### config.mk
export PLATFORM = sky130hd
export DESIGN_NAME = ndr_node
export DESIGN_NICKNAME = d
export VERILOG_FILES = /design/src/hdl/ndr_pkg.sv /design/src/hdl/ndr_bit_if.sv /design/src/hdl/ndr_sync.sv /design/src/hdl/ndr_delay.sv /design/src/hdl/ndr_node.sv
export VERILOG_INCLUDE_DIRS = /design/src /design/src/hdl
export SDC_FILE = /design/constraint.sdc
export NUM_CORES = 1
export LEC_CHECK = 0
export BUFFER_PORTS_ARGS = -buffer_cell sky130_fd_sc_hd__buf_2
export CAP_MARGIN = 20
export CORE_UTILIZATION = 40
export DETAILED_ROUTE_END_ITERATION = 10
export PLACE_DENSITY = 0.58
export SLEW_MARGIN = 10
export SYNTH_ARGS = -nofsm -noshare
export SYNTH_HDL_FRONTEND = slang
export SYNTH_HIERARCHICAL = 1
export SYNTH_SLANG_ARGS = --single-unit
### constraint.sdc
create_clock -name pclk -period 7.1 [get_ports pclk]
set_input_delay 1.065 -clock pclk [delete_from_list [all_inputs] [get_ports pclk]]
set_output_delay 1.065 -clock pclk [all_outputs]
set_load 0.02 [all_outputs]
### src/hdl/ndr_defines.svh
// Purpose: constants of the node discovery and response timing block
// Assumes: one 100 MHz clock, APB data 32 bits wide
// Notes: times are counted in bus bit times
// Notes on behaviour
// - switch enable starts sync control frames downstream
// - upstream node answers for a silent last node
// - slave answers four times setting plus seven bits
// - A to B pass delay seven bits
// - B to A pass delay nine bits
// - response within plus/minus two bits accepted, forwarded
// - outside window detected, expectation shifted -4..+15
// - master aligns expectation to first slave
// - slave realigns to newly discovered downstream slave
// - last slave originates the sync response frame
// - errors may flag during discovery, then cease
// - discovery frame carries time, target copies it
// - master reports discovery done with code 18h
`ifndef NDR_DEFINES_SVH
`define NDR_DEFINES_SVH
`define NDR_OFF_CTRL 8'h00
`define NDR_OFF_SWCTL 8'h04
`define NDR_OFF_RESP 8'h08
`define NDR_OFF_DISC 8'h0C
`define NDR_OFF_INTTYPE 8'h10
`define NDR_OFF_STATUS 8'h14
`define NDR_CTRL_MASTER_BIT 0
`define NDR_CTRL_INV_BIT 1
`define NDR_SW_EN_BIT 0
`define NDR_ST_DONE_BIT 0
`define NDR_ST_MISS_BIT 1
`define NDR_ST_ACTIVE_BIT 2
`define NDR_ST_ADJ_LSB 8
`define NDR_RESP_RST 8'h80
`define NDR_DISC_RST 8'h00
`define NDR_RESP_MULT 4
`define NDR_RESP_ADD 7
`define NDR_DOWNSTREAM_PASS_DELAY 7
`define NDR_UPSTREAM_PASS_DELAY 9
`define NDR_WIN 2
`define NDR_ADJ_MIN -4
`define NDR_ADJ_MAX 15
`define NDR_DONE_CODE 8'h18
`define NDR_FRAME_BITS 1024
`endif

### src/hdl/ndr_pkg.sv
// Purpose: shared types of the discovery timing block
// Assumes: nothing
// Notes: constants live in ndr_defines.svh
package ndr_pkg;
   typedef enum logic [2:0] {
      NDR_REG_CTRL = 3'b000,
      NDR_REG_SWCTL = 3'b001,
      NDR_REG_RESP = 3'b010,
      NDR_REG_DISC = 3'b011,
      NDR_REG_INTTYPE = 3'b100,
      NDR_REG_STATUS = 3'b101,
      NDR_REG_NONE = 3'b111
   } ndr_reg_e;
   typedef logic signed [5:0] ndr_adj_t;
   typedef logic [10:0] ndr_cnt_t;
endpackage

### src/hdl/ndr_bit_if.sv
// Purpose: bit-timed lane between the node and its pass delay lines
// Assumes: tick is one pclk cycle per bus bit
// Notes: bit 1 is the frame marker, bit 0 the line data
`timescale 1ns/10ps
interface ndr_bit_if;
   logic tick;
   logic [1:0] din;
   logic [1:0] dout;
   modport src (output tick, output din, input dout);
   modport dly (input tick, input din, output dout);
endinterface

### src/hdl/ndr_sync.sv
// Purpose: two-flop synchroniser for pins from the link
// Assumes: multi-bit fields are held stable for a whole bit time
// Notes: first stage feeds the second stage only
`timescale 1ns/10ps
module ndr_sync #(parameter int W = 1) (
   input wire logic pclk,
   input wire logic presetn,
   input wire logic [W-1:0] d,
   output logic [W-1:0] q
);
   logic [W-1:0] meta_reg;
   always_ff @(posedge pclk or negedge presetn) begin
      if (!presetn) begin
         meta_reg <= '0;
         q <= '0;
      end else begin
         meta_reg <= d;
         q <= meta_reg;
      end
   end
endmodule

### src/hdl/ndr_delay.sv
// Purpose: fixed pass delay of DEPTH bit times
// Assumes: tick marks one bus bit
// Notes: the consumer's output flop adds one more bit
`timescale 1ns/10ps
module ndr_delay #(parameter int DEPTH = 6) (
   input wire logic pclk,
   input wire logic presetn,
   ndr_bit_if.dly lane
);
   logic [1:0] pipe_reg [DEPTH];
   always_ff @(posedge pclk or negedge presetn) begin
      if (!presetn) begin
         pipe_reg[0] <= 2'h0;
      end else if (lane.tick) begin
         pipe_reg[0] <= lane.din;
      end
   end
   genvar i;
   generate
      for (i = 1; i < DEPTH; i++) begin : g_stage
         always_ff @(posedge pclk or negedge presetn) begin
            if (!presetn) begin
               pipe_reg[i] <= 2'h0;
            end else if (lane.tick) begin
               pipe_reg[i] <= pipe_reg[i-1];
            end
         end
      end
   endgenerate
   assign lane.dout = pipe_reg[DEPTH-1];
endmodule

### src/hdl/ndr_node.sv
// Purpose: node discovery sequencing and response timing of one node
// Assumes: link bit clock far slower than pclk, APB zero-wait slave
// Notes: bit counter restarts at each sync control frame start
//
// Design decisions made here: the address map and the APB slave port.
`timescale 1ns/10ps
`include "ndr_defines.svh"
module ndr_node import ndr_pkg::*; #(
   parameter int FRAME_BITS = `NDR_FRAME_BITS
) (
   input wire logic pclk,
   input wire logic presetn,
   input wire logic psel,
   input wire logic penable,
   input wire logic pwrite,
   input wire logic [7:0] paddr,
   input wire logic [31:0] pwdata,
   output logic [31:0] prdata,
   output logic pready,
   output logic pslverr,
   input wire logic link_clk,
   input wire logic a_rx_data,
   input wire logic a_rx_sof,
   input wire logic a_rx_disc_valid,
   input wire logic [7:0] a_rx_disc_val,
   input wire logic b_rx_data,
   input wire logic b_rx_srf,
   output logic a_tx_data,
   output logic a_tx_srf,
   output logic b_tx_data,
   output logic b_tx_sof,
   output logic b_tx_disc_valid,
   output logic [7:0] b_tx_disc_val
);
   localparam logic signed [11:0] WIN_S = 12'(`NDR_WIN);
   localparam logic signed [11:0] UP_S = 12'(`NDR_UPSTREAM_PASS_DELAY);
   localparam ndr_adj_t ADJ_MIN = 6'(`NDR_ADJ_MIN);
   localparam ndr_adj_t ADJ_MAX = 6'(`NDR_ADJ_MAX);
   localparam ndr_cnt_t LAST_BIT = 11'(FRAME_BITS - 1);

   function automatic ndr_reg_e reg_dec(input logic [7:0] a);
      unique case (a)
         `NDR_OFF_CTRL: reg_dec = NDR_REG_CTRL;
         `NDR_OFF_SWCTL: reg_dec = NDR_REG_SWCTL;
         `NDR_OFF_RESP: reg_dec = NDR_REG_RESP;
         `NDR_OFF_DISC: reg_dec = NDR_REG_DISC;
         `NDR_OFF_INTTYPE: reg_dec = NDR_REG_INTTYPE;
         `NDR_OFF_STATUS: reg_dec = NDR_REG_STATUS;
         default: reg_dec = NDR_REG_NONE;
      endcase
   endfunction

   logic [13:0] pins_s;
   logic lclk_s, a_data_s, a_sof_s, a_disc_valid_s, b_data_s, b_srf_s;
   logic [7:0] a_disc_val_s;
   ndr_sync #(.W(14)) u_sync (
      .pclk(pclk),
      .presetn(presetn),
      .d({link_clk, a_rx_data, a_rx_sof, a_rx_disc_valid, a_rx_disc_val,
          b_rx_data, b_rx_srf}),
      .q(pins_s)
   );
   assign {lclk_s, a_data_s, a_sof_s, a_disc_valid_s, a_disc_val_s,
           b_data_s, b_srf_s} = pins_s;

   logic lclk_prev_reg, tick;
   logic master_reg, invert_reg, sw_en_reg;
   logic [7:0] resp_reg, disc_reg, int_type_reg;
   ndr_adj_t adj_reg;
   logic done_reg, miss_reg, disc_active_reg, done_sent_reg, got_srf_reg;
   ndr_cnt_t bit_cnt_reg, acc_cnt_reg;

   always_ff @(posedge pclk or negedge presetn) begin
      if (!presetn) begin
         lclk_prev_reg <= 1'b0;
      end else begin
         lclk_prev_reg <= lclk_s;
      end
   end
   assign tick = lclk_s & ~lclk_prev_reg;

   // Bus side
   ndr_reg_e sel;
   logic wr;
   assign sel = reg_dec(paddr);
   assign wr = psel & penable & pwrite & pready;

   always_ff @(posedge pclk or negedge presetn) begin
      if (!presetn) begin
         pready <= 1'b0;
         pslverr <= 1'b0;
         prdata <= 32'h0;
      end else begin
         pready <= psel & ~penable;
         pslverr <= psel & ~penable & (sel == NDR_REG_NONE);
         if (psel && !penable) begin
            unique case (sel)
               NDR_REG_CTRL: prdata <= {30'h0, invert_reg, master_reg};
               NDR_REG_SWCTL: prdata <= {31'h0, sw_en_reg};
               NDR_REG_RESP: prdata <= {24'h0, resp_reg};
               NDR_REG_DISC: prdata <= {24'h0, disc_reg};
               NDR_REG_INTTYPE: prdata <= {24'h0, int_type_reg};
               NDR_REG_STATUS: prdata <= {18'h0, adj_reg, 5'h0,
                  disc_active_reg, miss_reg, done_reg};
               NDR_REG_NONE: prdata <= 32'h0;
            endcase
         end
      end
   end

   // Timing arithmetic
   ndr_cnt_t base;
   logic signed [11:0] centre, arr, diff;
   logic frame_start, in_win, arrive, acc, late, early, deadline;
   logic own_lvl, done_ev;
   assign base = 11'(`NDR_RESP_MULT * resp_reg + `NDR_RESP_ADD);
   // Slave compares at B, so remove its own upstream pass delay
   assign centre = $signed({1'b0, base}) + 12'(adj_reg)
                   - (master_reg ? 12'sd0 : UP_S);
   assign arr = $signed({1'b0, bit_cnt_reg});
   assign diff = arr - centre;
   assign in_win = (diff >= -WIN_S) && (diff <= WIN_S);
   assign arrive = tick & b_srf_s & sw_en_reg;
   assign acc = arrive & in_win;
   assign late = arrive & (diff > WIN_S);
   assign early = arrive & (diff < -WIN_S);
   assign deadline = tick & sw_en_reg & ~got_srf_reg
                     & (arr == centre + WIN_S + 12'sd1);
   assign own_lvl = ~master_reg & ((~sw_en_reg & (bit_cnt_reg == base))
                    | (sw_en_reg & ~got_srf_reg
                    & (arr == centre + WIN_S + 12'sd1)));
   assign frame_start = master_reg ? (bit_cnt_reg == LAST_BIT) : a_sof_s;
   assign done_ev = master_reg & disc_active_reg & arrive & ~done_sent_reg;

   // Control registers
   always_ff @(posedge pclk or negedge presetn) begin
      if (!presetn) begin
         master_reg <= 1'b0;
         invert_reg <= 1'b0;
         sw_en_reg <= 1'b0;
         disc_reg <= `NDR_DISC_RST;
      end else if (wr) begin
         if (sel == NDR_REG_CTRL) begin
            master_reg <= pwdata[`NDR_CTRL_MASTER_BIT];
            invert_reg <= pwdata[`NDR_CTRL_INV_BIT];
         end
         if (sel == NDR_REG_SWCTL) begin
            sw_en_reg <= pwdata[`NDR_SW_EN_BIT];
         end
         if (sel == NDR_REG_DISC) begin
            disc_reg <= pwdata[7:0];
         end
      end
   end

   // Response setting: discovery frame copy wins over software
   always_ff @(posedge pclk or negedge presetn) begin
      if (!presetn) begin
         resp_reg <= `NDR_RESP_RST;
      end else if (tick && !master_reg && !sw_en_reg && a_disc_valid_s
                   && a_sof_s) begin
         resp_reg <= a_disc_val_s;
      end else if (wr && sel == NDR_REG_RESP) begin
         resp_reg <= pwdata[7:0];
      end
   end

   always_ff @(posedge pclk or negedge presetn) begin
      if (!presetn) begin
         bit_cnt_reg <= 11'h000;
         got_srf_reg <= 1'b0;
         acc_cnt_reg <= 11'h000;
      end else if (tick) begin
         bit_cnt_reg <= frame_start ? 11'h000 : bit_cnt_reg + 11'h001;
         if (arrive) begin
            got_srf_reg <= 1'b1;
         end else if (frame_start) begin
            got_srf_reg <= 1'b0;
         end
         if (acc) begin
            acc_cnt_reg <= bit_cnt_reg;
         end
      end
   end

   // Discovery phase: set wins over acceptance
   always_ff @(posedge pclk or negedge presetn) begin
      if (!presetn) begin
         disc_active_reg <= 1'b0;
         done_sent_reg <= 1'b0;
      end else begin
         if ((wr && sel == NDR_REG_DISC && master_reg)
             || (wr && sel == NDR_REG_SWCTL && !master_reg && !sw_en_reg
             && pwdata[`NDR_SW_EN_BIT])) begin
            disc_active_reg <= 1'b1;
         end else if (acc) begin
            disc_active_reg <= 1'b0;
         end
         if (wr && sel == NDR_REG_DISC) begin
            done_sent_reg <= 1'b0;
         end else if (done_ev) begin
            done_sent_reg <= 1'b1;
         end
      end
   end

   // Gradual shift, one bit per mistimed frame, clamped
   always_ff @(posedge pclk or negedge presetn) begin
      if (!presetn) begin
         adj_reg <= 6'sd0;
      end else if (disc_active_reg) begin
         if (late && adj_reg < ADJ_MAX) begin
            adj_reg <= adj_reg + 6'sd1;
         end else if (early && adj_reg > ADJ_MIN) begin
            adj_reg <= adj_reg - 6'sd1;
         end
      end
   end

   // Sticky events, write one to clear, set wins
   always_ff @(posedge pclk or negedge presetn) begin
      if (!presetn) begin
         done_reg <= 1'b0;
         miss_reg <= 1'b0;
         int_type_reg <= 8'h00;
      end else begin
         if (done_ev) begin
            done_reg <= 1'b1;
            int_type_reg <= `NDR_DONE_CODE;
         end else if (wr && sel == NDR_REG_STATUS
                      && pwdata[`NDR_ST_DONE_BIT]) begin
            done_reg <= 1'b0;
            int_type_reg <= 8'h00;
         end
         if (deadline) begin
            miss_reg <= 1'b1;
         end else if (wr && sel == NDR_REG_STATUS
                      && pwdata[`NDR_ST_MISS_BIT]) begin
            miss_reg <= 1'b0;
         end
      end
   end

   // Pass delay lanes
   ndr_bit_if dn_lane ();
   ndr_bit_if up_lane ();
   assign dn_lane.tick = tick;
   assign dn_lane.din = {a_sof_s, a_data_s};
   assign up_lane.tick = tick;
   assign up_lane.din = {b_srf_s & sw_en_reg & in_win,
                         b_data_s ^ invert_reg};
   // Sof tick is bit zero here, so this lane needs its full depth
   ndr_delay #(.DEPTH(`NDR_DOWNSTREAM_PASS_DELAY)) u_dn (
      .pclk(pclk),
      .presetn(presetn),
      .lane(dn_lane)
   );
   ndr_delay #(.DEPTH(`NDR_UPSTREAM_PASS_DELAY - 1)) u_up (
      .pclk(pclk),
      .presetn(presetn),
      .lane(up_lane)
   );

   always_ff @(posedge pclk or negedge presetn) begin
      if (!presetn) begin
         a_tx_data <= 1'b0;
         a_tx_srf <= 1'b0;
         b_tx_data <= 1'b0;
         b_tx_sof <= 1'b0;
         b_tx_disc_valid <= 1'b0;
         b_tx_disc_val <= 8'h00;
      end else if (tick) begin
         a_tx_data <= ~master_reg & up_lane.dout[0];
         a_tx_srf <= ~master_reg & (up_lane.dout[1] | own_lvl);
         if (master_reg) begin
            b_tx_sof <= sw_en_reg & frame_start;
            b_tx_data <= sw_en_reg & invert_reg;
            b_tx_disc_valid <= sw_en_reg & disc_active_reg;
            b_tx_disc_val <= disc_reg;
         end else begin
            b_tx_sof <= sw_en_reg & dn_lane.dout[1];
            b_tx_data <= sw_en_reg & (dn_lane.dout[0] ^ invert_reg);
            b_tx_disc_valid <= sw_en_reg & a_disc_valid_s;
            b_tx_disc_val <= a_disc_val_s;
         end
      end
   end
endmodule

==> results of run 1 <==
[timing repair]
action,CTS,global route
setup endpoints to repair,0,1
setup buffers,0,0
gates resized for setup,0,5
[power groups by stage]
stage	Clock [mW]	Combinational [mW]	Sequential (mW)
finish	0.786	0.761	0.864
global route	0.840	0.843	0.873
CTS	0.803	0.747	0.865
detailed placement	0	0.741	0.877
global placement	0	0.712	0.873
floorplan	0	0.615	0.859
[final timing paths]
check                              end  slack [ns]                from
max in group asynchronous     b_tx_sof        5.20             presetn
min in group asynchronous   prdata[10]        0.59             presetn
setup reg to reg            adj_reg[5]        0.37         resp_reg[1]
setup / recovery            adj_reg[5]        0.37         resp_reg[1]
hold / removal             u_sync/q[4]        0.35  u_sync/meta_reg[4]
hold reg to reg            u_sync/q[4]        0.35  u_sync/meta_reg[4]
[cell usage after synthesis, types with 19 or more instances]
master	count
mux2i_1	21
nor2_1	29
buf_4	22
o21ai_0	59
xnor2_1	28
mux2_2	30
nand2_1	70
clkbuf_1	19
dfrtp_1	128
inv_1	38
ha_1	40
xor2_1	23
[metal layers]
| layer | global-route usage, % | part of all wire, % |
|---|---|---|
| met1 | 24.26 | 48 |
| met2 | 29.27 | 48 |
| met3 | 3.419 | 3.1 |
| met4 | 5.205 | 0.96 |
| met5 | 0 | 0 |
[final cells by class]
cell class                      instances  share of cell area, %
Clock inverter                         14                  1.265
Multi-Input combinational cell        524                  46.17
Clock buffer                           17                  5.003
Inverter                               39                  1.722
Tap cell                              229                  3.370
Timing Repair Buffer                   71                  4.488
Sequential cell                       129                  37.98
[cells in the final DEF (no fill, tap or decap), types with 6 or more instances in the layout]
master     netlist  final
nor2_1          29     29
fa_1             6      6
a21oi_1         18     18
inv_1           38     38
buf_4           22      8
xnor2_1         28     28
and2_1           8      8
ha_1            40     40
and3_1           7      7
conb_1           1     18
nand2b_1         8      8
mux2i_1         21     21
nor2b_1          7      7
mux2_2          30     30
nand2_1         70     70
mux2_4          12     12
o21ai_0         59     59
xor2_1          23     22
nand3_1         17     16
dfrtp_1        128    128
nor3_1          12     12
nand4_1          8      8
buf_2            1     62
clkbuf_16        0     17
[per-stage QoR]
step	worst slack (ns)	hold WS [ns]	util (%)
after floorplan	1.016	0.3312	-
after global placement	0.4002	0.3318	43.75
after detailed placement	0.2185	0.3347	43.75
after CTS	0.1966	0.3483	46.69
after global routing	0.006788	0.3557	46.86
final	0.3734	0.3460	46.86
[cells by family (layout without fill, tap and decap cells)]
| group | count (synthesis) | after routing |
|---|---|---|
| buffers and inverters | 85 | 141 |
| and+or+nand+nor | 199 | 199 |
| adders and majority gates | 46 | 46 |
| muxes | 63 | 63 |
| xor gates and xnor gates | 51 | 51 |
| AOI/OAI and AO/OA | 147 | 147 |
| DFF | 129 | 129 |
| other | 1 | 18 |
==> flow_summary.yaml, run 1 <==
yosys:
  netlist_area_um2: 7496
  yosys.area_share.adder_pct: 8.279
  ys_types: 75
  yosysTopAreaCellShare_pct: 42.73
  yosys_warnings: 6
  synth_seq_cells: 129
  yosys.area.top_type: "dfrtp_1"
  synth-xor-area-share_pct: 5.959
  yosys.area_share.simple_pct: 13.90
  synth_flop_cell: "dfrtp_1"
  seq_area_frac_synth_pct: 43.08
  synthMuxAreaShare_pct: 9.715
  syn_area_per_cell_um2: 10.40
  ys_async_sr_fraction_pct: 100.0
  synth_compound_area_share_pct: 13.22
  synth_edf_count: 0
  yosys-top-cells-area: "dfrtp_1 (43%), ha_1 (6.7%), mux2_2 (4.5%)"
  syn_inst: 721
  synth_top_family_by_area: "simple AND/OR/NAND/NOR gates"
power_and_ir_drop:
  p_seq_share_pct: 35.8
  p_sw_mw: 0.8268
  clkPwrFrac_pct: 32.6
  p_per_area_nw_per_um2: 283.5
  internal_power_mw: 1.584
  power_leakage_nw: 3.975
  power_mw: 2.411
  peakVddDrop_mv: 0.1806
  combPwrFrac_pct: 31.6
  swShare_pct: 34.29
place:
  place_hpwl_um: 12460
  dp_cells: 992
  placed_area_um2: 7940
  gp_congestion: 0.8312
  port_buffers: 63
cts:
  cts.clk_slew.worst_paths_ns: 0.06
  cts_tree: "built"
  cts-hold-fix-buffers: 0
  clkLatencyLatePin_ns: 0.41
  clock-root-buffer: "clkbuf_16"
  clockBufferDepth: 2
  cts_made_buffers: 17
  cts.htree.levels: 4
  clock_sinks: 129
global_route:
  overflow: 0
  grt_pass1_wl_um: 27580
  grt_max_degree: 75
  grt_antenna_before_repair: 0
  globalRouteTotalUtil_pct: 17.93
  grt_pass1_vias: 5473
floorplan:
  coreArea_um2: 18150
  rows: 49
  initial_utilization_pct: 41.31
  die_area_um2: 19290
  die_h_um: 138.9
  ios: 106
  die_w_um: 138.9
finish:
  drive_gt1_share_pct: 21.16
  diodes: 0
  n_fill_cell: 1721
  layoutNonFillerInstCount: 1023
  fin_nets: 887
  multi_input_area_um2: 3926
  final_cell_area_um2: 8503
  final-seq-area_um2: 3229
  area_delta_synth_final_pct: 13.44
routing:
  totalWireLength_um: 16690
  vias: 5492
  drc: 0
  viasPerCell: 5.369
  dr.pass1.iters: 8
  wl_per_cell_um: 16.32
  ant_nets: 0
  dr.first_iter.drc_count: 284
run_status:
  status: "completed"
critical_path:
  arrival_ns: 7.08
  crit_cells: 26
  critPathSlowestCell: "or4_1"
  worstSetupEndpointType: "flip-flop"
  worst_setup_path_start_kind: "flip-flop"
  crit_type: "flip-flop to flip-flop"
  reg2reg_depth: 26
  crit_top_cell: "ha_1"
  cpPeakStageDelay_ns: 0.46
  worstPathRequired_ns: 7.45
  cp_num_buf_inv: 1
  worstPathMaxFanout: 6
  crit_family: "simple AND/OR/NAND/NOR gates"
sta:
  tightest_slew_ns: 0.9664
  fin_setup_tns_ns: 0
  rsz0062_at_grt: "false"
  clock.fmax_mhz: 148.7
  finalCritPeriodShare_pct: 94.74
  finalHoldViolations: 0
  fin_skew_ns: 0.01133
  min_period_ns: 6.727
  max_slew_margin_pct: 35.43
  setup_viol: 0
  slew_violations: 0
min_path:
  min_path_type: "flip-flop to flip-flop"
  min_path_cells: 0
job:
  maxCapViolations: 0
(Power assumes the default switching activity.)
==> run 2, diff against run 1 <==
- PLACE_DENSITY: 0.58 -> 0.59
==> flow_summary.yaml, run 2 (synthesized netlist as in run 1, its figures left out) <==
cts:
  cts-hold-fix-buffers: 0
  cts_made_buffers: 17
  cts.clk_slew.worst_paths_ns: 0.06
  clkLatencyLatePin_ns: 0.41
  clock_sinks: 129
  cts_resized: 0
  cts_tree: "built"
  clock-root-buffer: "clkbuf_16"
  clockBufferDepth: 2
  post_cts_buffers: 0
  cts.htree.levels: 4
finish:
  final_cell_area_um2: 8569
  fin_nets: 886
  final-seq-area_um2: 3231
  final_common_cell: "dfrtp_1"
  n_fill_cell: 1730
  layout_common_cells: "dfrtp_1 (127), nand2_1 (70), buf_2 (62)"
  area_delta_synth_final_pct: 14.32
  diodes: 0
  post-route-util_pct: 47.22
  drive_gt1_share_pct: 21.41
  multi_input_area_um2: 3941
critical_path:
  startpoint: "resp_reg[1]"
  worstPathMaxFanout: 6
  worst_setup_path_start_kind: "flip-flop"
  worstPathRequired_ns: 7.39
  rrSetupSlack_ns: 0.33
  worstSetupEndpointType: "flip-flop"
  crit_type: "flip-flop to flip-flop"
  arrival_ns: 7.05
  r2r_start: "resp_reg[1]"
power_and_ir_drop:
  p_per_area_nw_per_um2: 291.7
  swShare_pct: 32.97
  power_leakage_nw: 4.012
  peakVddDrop_mv: 0.2186
  combPwrFrac_pct: 31.1
  p_sw_mw: 0.8243
  clkPwrFrac_pct: 34.2
  p_seq_share_pct: 34.6
  power_mw: 2.500
  internal_power_mw: 1.675
global_route:
  grt_antenna_before_repair: 0
  overflow: 0
  grt_pass1_vias: 5525
  grt_max_degree: 78
  grt_pass1_wl_um: 27780
  globalRouteTotalUtil_pct: 18.04
floorplan:
  initial_utilization_pct: 41.31
  die_h_um: 138.9
  die_w_um: 138.9
  rows: 49
  ios: 106
  coreArea_um2: 18150
  die_area_um2: 19290
routing:
  wl_per_cell_um: 16.28
  viasPerCell: 5.418
  ant_nets: 0
  totalWireLength_um: 16650
  dr.first_iter.drc_count: 395
  drc: 1
  vias: 5543
  dr.pass1.iters: 10
sta:
  tightest_slew_ns: 0.9805
  setup_viol: 0
  clock.fmax_mhz: 147.8
  max_slew_margin_pct: 34.49
  finalHoldViolations: 0
  fin_skew_ns: 0.01244
  min_period_ns: 6.766
  fin_setup_tns_ns: 0
  slew_violations: 0
  finalCritPeriodShare_pct: 95.29
job:
  maxCapViolations: 0
place:
  place_hpwl_um: 12250
  placed_area_um2: 7933
  port_buffers: 63
  gp_congestion: 0.8302
run_status:
  violations: "design-rule violations"
  status: "finished with violations"
min_path:
  hold_start: "u_sync/meta_reg[1]"
  min_path_type: "flip-flop to flip-flop"
run 2: cell count changes in the layout (fill, tap and decap cells not counted):
| cell | change |
|---|---|
| dfrtp_1 | -1 |
| bufinv_16 | +2 |
| xnor2_1 | -2 |
| buf_4 | -1 |
| clkinv_4 | +2 |
| clkbuf_1 | +1 |
| dfrtp_2 | +1 |
| xnor2_2 | +2 |
| clkbuf_8 | +2 |
| clkinvlp_4 | -3 |
| inv_8 | -1 |
| inv_6 | -2 |
run 2: critical path: stages, from the launching register on:
cell	delay, ns
dfrtp_2	0.44
ha_1	0.26
nand3_1	0.15
xor2_2	0.23
ha_1	0.27
inv_1	0.06
ha_1	0.22
ha_1	0.35
o211a_1	0.13
a221o_1	0.42
xnor2_2	0.22
ha_1	0.24
or4_1	0.46
or3_1	0.43
and3_1	0.23
a221oi_2	0.32
nor4_2	0.13
nor2_2	0.25
nand3_2	0.18
ha_1	0.32
a21o_1	0.16
a21oi_1	0.22
nor2b_1	0.07
o21ai_0	0.16
nand2b_1	0.11
nor3_1	0.27
nand4_1	0.14
and3_1	0.18
run 2: path summary, 6_finish.rpt:
kind                                       end  cells after the start
worst max register to register      adj_reg[5]                     27
min in group asynchronous           prdata[11]                      1
worst max-delay path                adj_reg[5]                     27
worst min-delay path               u_sync/q[1]                      0
max in group asynchronous       bit_cnt_reg[9]                      2
worst min register to register     u_sync/q[1]                      0
run 2: final cells by class:
type	instances	share of cell area, %
Clock buffer	20	5.329
Clock inverter	12	1.562
Inverter	39	1.708
Multi-Input combinational cell	524	45.99
Sequential cell	129	37.70
Tap cell	229	3.344
Timing Repair Buffer	70	4.366
run 2: power groups by stage:
stage | Sequential, mW | Combinational [mW] | Clock, mW
after floorplan | 0.859 | 0.615 | 0
after global placement | 0.873 | 0.712 | 0
after detailed placement | 0.877 | 0.750 | 0
after CTS | 0.865 | 0.756 | 0.875
after global routing | 0.876 | 0.854 | 0.908
final | 0.865 | 0.778 | 0.856
run 2: per-layer routing:
| metal | vias to the layer above | routed length (µm) | track usage (%) |
|---|---|---|---|
| met5 | - | 0 | 0 |
| met4 | 0 | 328 | 6.023 |
| met3 | 29 | 489 | 3.349 |
| met2 | 121 | 7978 | 29.96 |
| met1 | 2741 | 7854 | 23.74 |
| li1 | 2652 | - | - |
run 2: per-stage QoR:
stage	setup WS [ns]	instances	hold WS, ns
floorplan	1.016	738	0.3312
detailed placement	0.1827	991	0.3347
global placement	0.4178	991	0.3318
finish	0.3342	1023	0.3470
CTS	0.1486	1023	0.3476
global route	-0.02460	1023	0.3498
==> run 3, diff against run 2 <==
- CTS_BUF_LIST: not set -> sky130_fd_sc_hd__clkbuf_16
==> flow_summary.yaml, run 3 (synthesized netlist as in run 1, its figures left out) <==
finish:
  layout_common_cells: "dfrtp_1 (127), nand2_1 (70), buf_2 (62)"
  area_delta_synth_final_pct: 14.05
  final_common_cell: "dfrtp_1"
  post-route-util_pct: 47.11
  diodes: 0
  drive_gt1_share_pct: 21.16
  fin_nets: 886
cts:
  cts_made_buffers: 17
  cts_tree: "built"
  clock-root-buffer: "clkbuf_16"
  post_cts_buffers: 0
  clockBufferDepth: 2
  cts.clk_slew.worst_paths_ns: 0.06
  cts.htree.levels: 4
  clock_sinks: 129
  cts-hold-fix-buffers: 0
  cts_resized: 0
  clkLatencyLatePin_ns: 0.41
critical_path:
  arrival_ns: 7.05
  reg2reg_depth: 27
  crit_type: "flip-flop to flip-flop"
  worstPathMaxFanout: 6
  rrSetupSlack_ns: 0.34
  worst_setup_path_start_kind: "flip-flop"
  worstPathRequired_ns: 7.39
  startpoint: "resp_reg[1]"
  rr_endpoint: "adj_reg[5]"
  r2r_start: "resp_reg[1]"
  worstSetupEndpointType: "flip-flop"
  endpoint: "adj_reg[5]"
routing:
  dr.pass1.iters: 10
  totalWireLength_um: 16580
  wl_per_cell_um: 16.21
  ant_nets: 0
  dr.first_iter.drc_count: 372
  viasPerCell: 5.368
  drc: 1
  vias: 5491
sta:
  finalHoldViolations: 0
  setup_viol: 0
  tightest_slew_ns: 0.9843
  finalCritPeriodShare_pct: 95.24
  max_slew_margin_pct: 34.24
  clock.fmax_mhz: 147.9
  setup_slack_ns: 0.3379
  fin_skew_ns: 0.01270
  slew_violations: 0
  min_period_ns: 6.762
min_path:
  min_path_type: "flip-flop to flip-flop"
floorplan:
  die_area_um2: 19290
  die_w_um: 138.9
  initial_utilization_pct: 41.31
  rows: 49
  die_h_um: 138.9
  ios: 106
  coreArea_um2: 18150
job:
  maxCapViolations: 0
run_status:
  status: "finished with violations"
  violations: "design-rule violations"
global_route:
  globalRouteTotalUtil_pct: 18.01
  overflow: 0
  grt_pass1_wl_um: 27770
  grt_pass1_vias: 5527
  grt_antenna_before_repair: 0
  grt_max_degree: 78
place:
  port_buffers: 63
  place_hpwl_um: 12250
  gp_congestion: 0.8302
  pre_cts_ws_ns: 0.1827
power_and_ir_drop:
  power_leakage_nw: 4.004
  peakVddDrop_mv: 0.2193
  p_per_area_nw_per_um2: 289.4
## run 3: cell types whose count changed in the layout (fill, tap and decap cells not counted)
cell / delta
clkinv_1: +2
clkbuf_8: -2
clkbuf_1: -1
inv_1: +1
## run 3: layout make-up
| type | instances | area [µm²] |
|---|---|---|
| flip-flops and latches | 129 | 3231 |
| clock inverters | 15 | 145.1 |
| well taps | 229 | 286.5 |
| inverters | 39 | 146.4 |
| fillers | 1734 | 9598 |
| repair buffers | 70 | 374.1 |
| multi-input cells | 524 | 3941 |
| clock buffers | 17 | 425.4 |
## run 3: report_power, final
part | internal, mW | switching (mW)
combinational | 0.332 | 0.444
clock | 0.514 | 0.319
sequential | 0.806 | 0.0589
## run 3: through the flow
step	hold WS (ns)	std cells	setup TNS, ns	power, mW	instance area, µm²
final	0.3454	1023	0	2.474	8549
after CTS	0.3470	1023	0	2.470	8503
after detailed placement	0.3347	991	0	1.627	7933
after global routing	0.3496	1023	-0.02412	2.613	8549
after global placement	0.3318	991	0	1.584	7933
after floorplan	0.3312	738	0	1.474	7560
## run 3: worst min path at each step
stage | start | slack [ns] | to | depth (start not counted)
floorplan | u_sync/meta_reg[0] | 0.33 | u_sync/q[0] | 0
global placement | u_sync/meta_reg[5] | 0.33 | u_sync/q[5] | 0
detailed placement | u_sync/meta_reg[10] | 0.33 | u_sync/q[10] | 0
CTS | u_sync/meta_reg[5] | 0.35 | u_sync/q[5] | 0
global route | u_sync/meta_reg[10] | 0.35 | u_sync/q[10] | 0
finish | u_sync/meta_reg[5] | 0.35 | u_sync/q[5] | 0
## run 3: worst max-delay path: stages (launching register included)
cell	delay [ns]
dfrtp_2	0.44
ha_1	0.26
nand3_1	0.15
xor2_2	0.23
ha_1	0.27
inv_1	0.06
ha_1	0.22
ha_1	0.35
o211a_1	0.13
a221o_1	0.42
xnor2_2	0.22
ha_1	0.24
or4_1	0.46
or3_1	0.43
and3_1	0.23
a221oi_2	0.32
nor4_2	0.13
nor2_2	0.25
nand3_2	0.18
ha_1	0.32
a21o_1	0.16
a21oi_1	0.22
nor2b_1	0.07
o21ai_0	0.16
nand2b_1	0.11
nor3_1	0.27
nand4_1	0.14
and3_1	0.18
## run 3: metal layers
layer  GRT usage (%)  share of wire, %
met1           23.79                47
met2           29.90                48
met3           3.108               3.1
met4           6.140               1.8
met5               0                 0
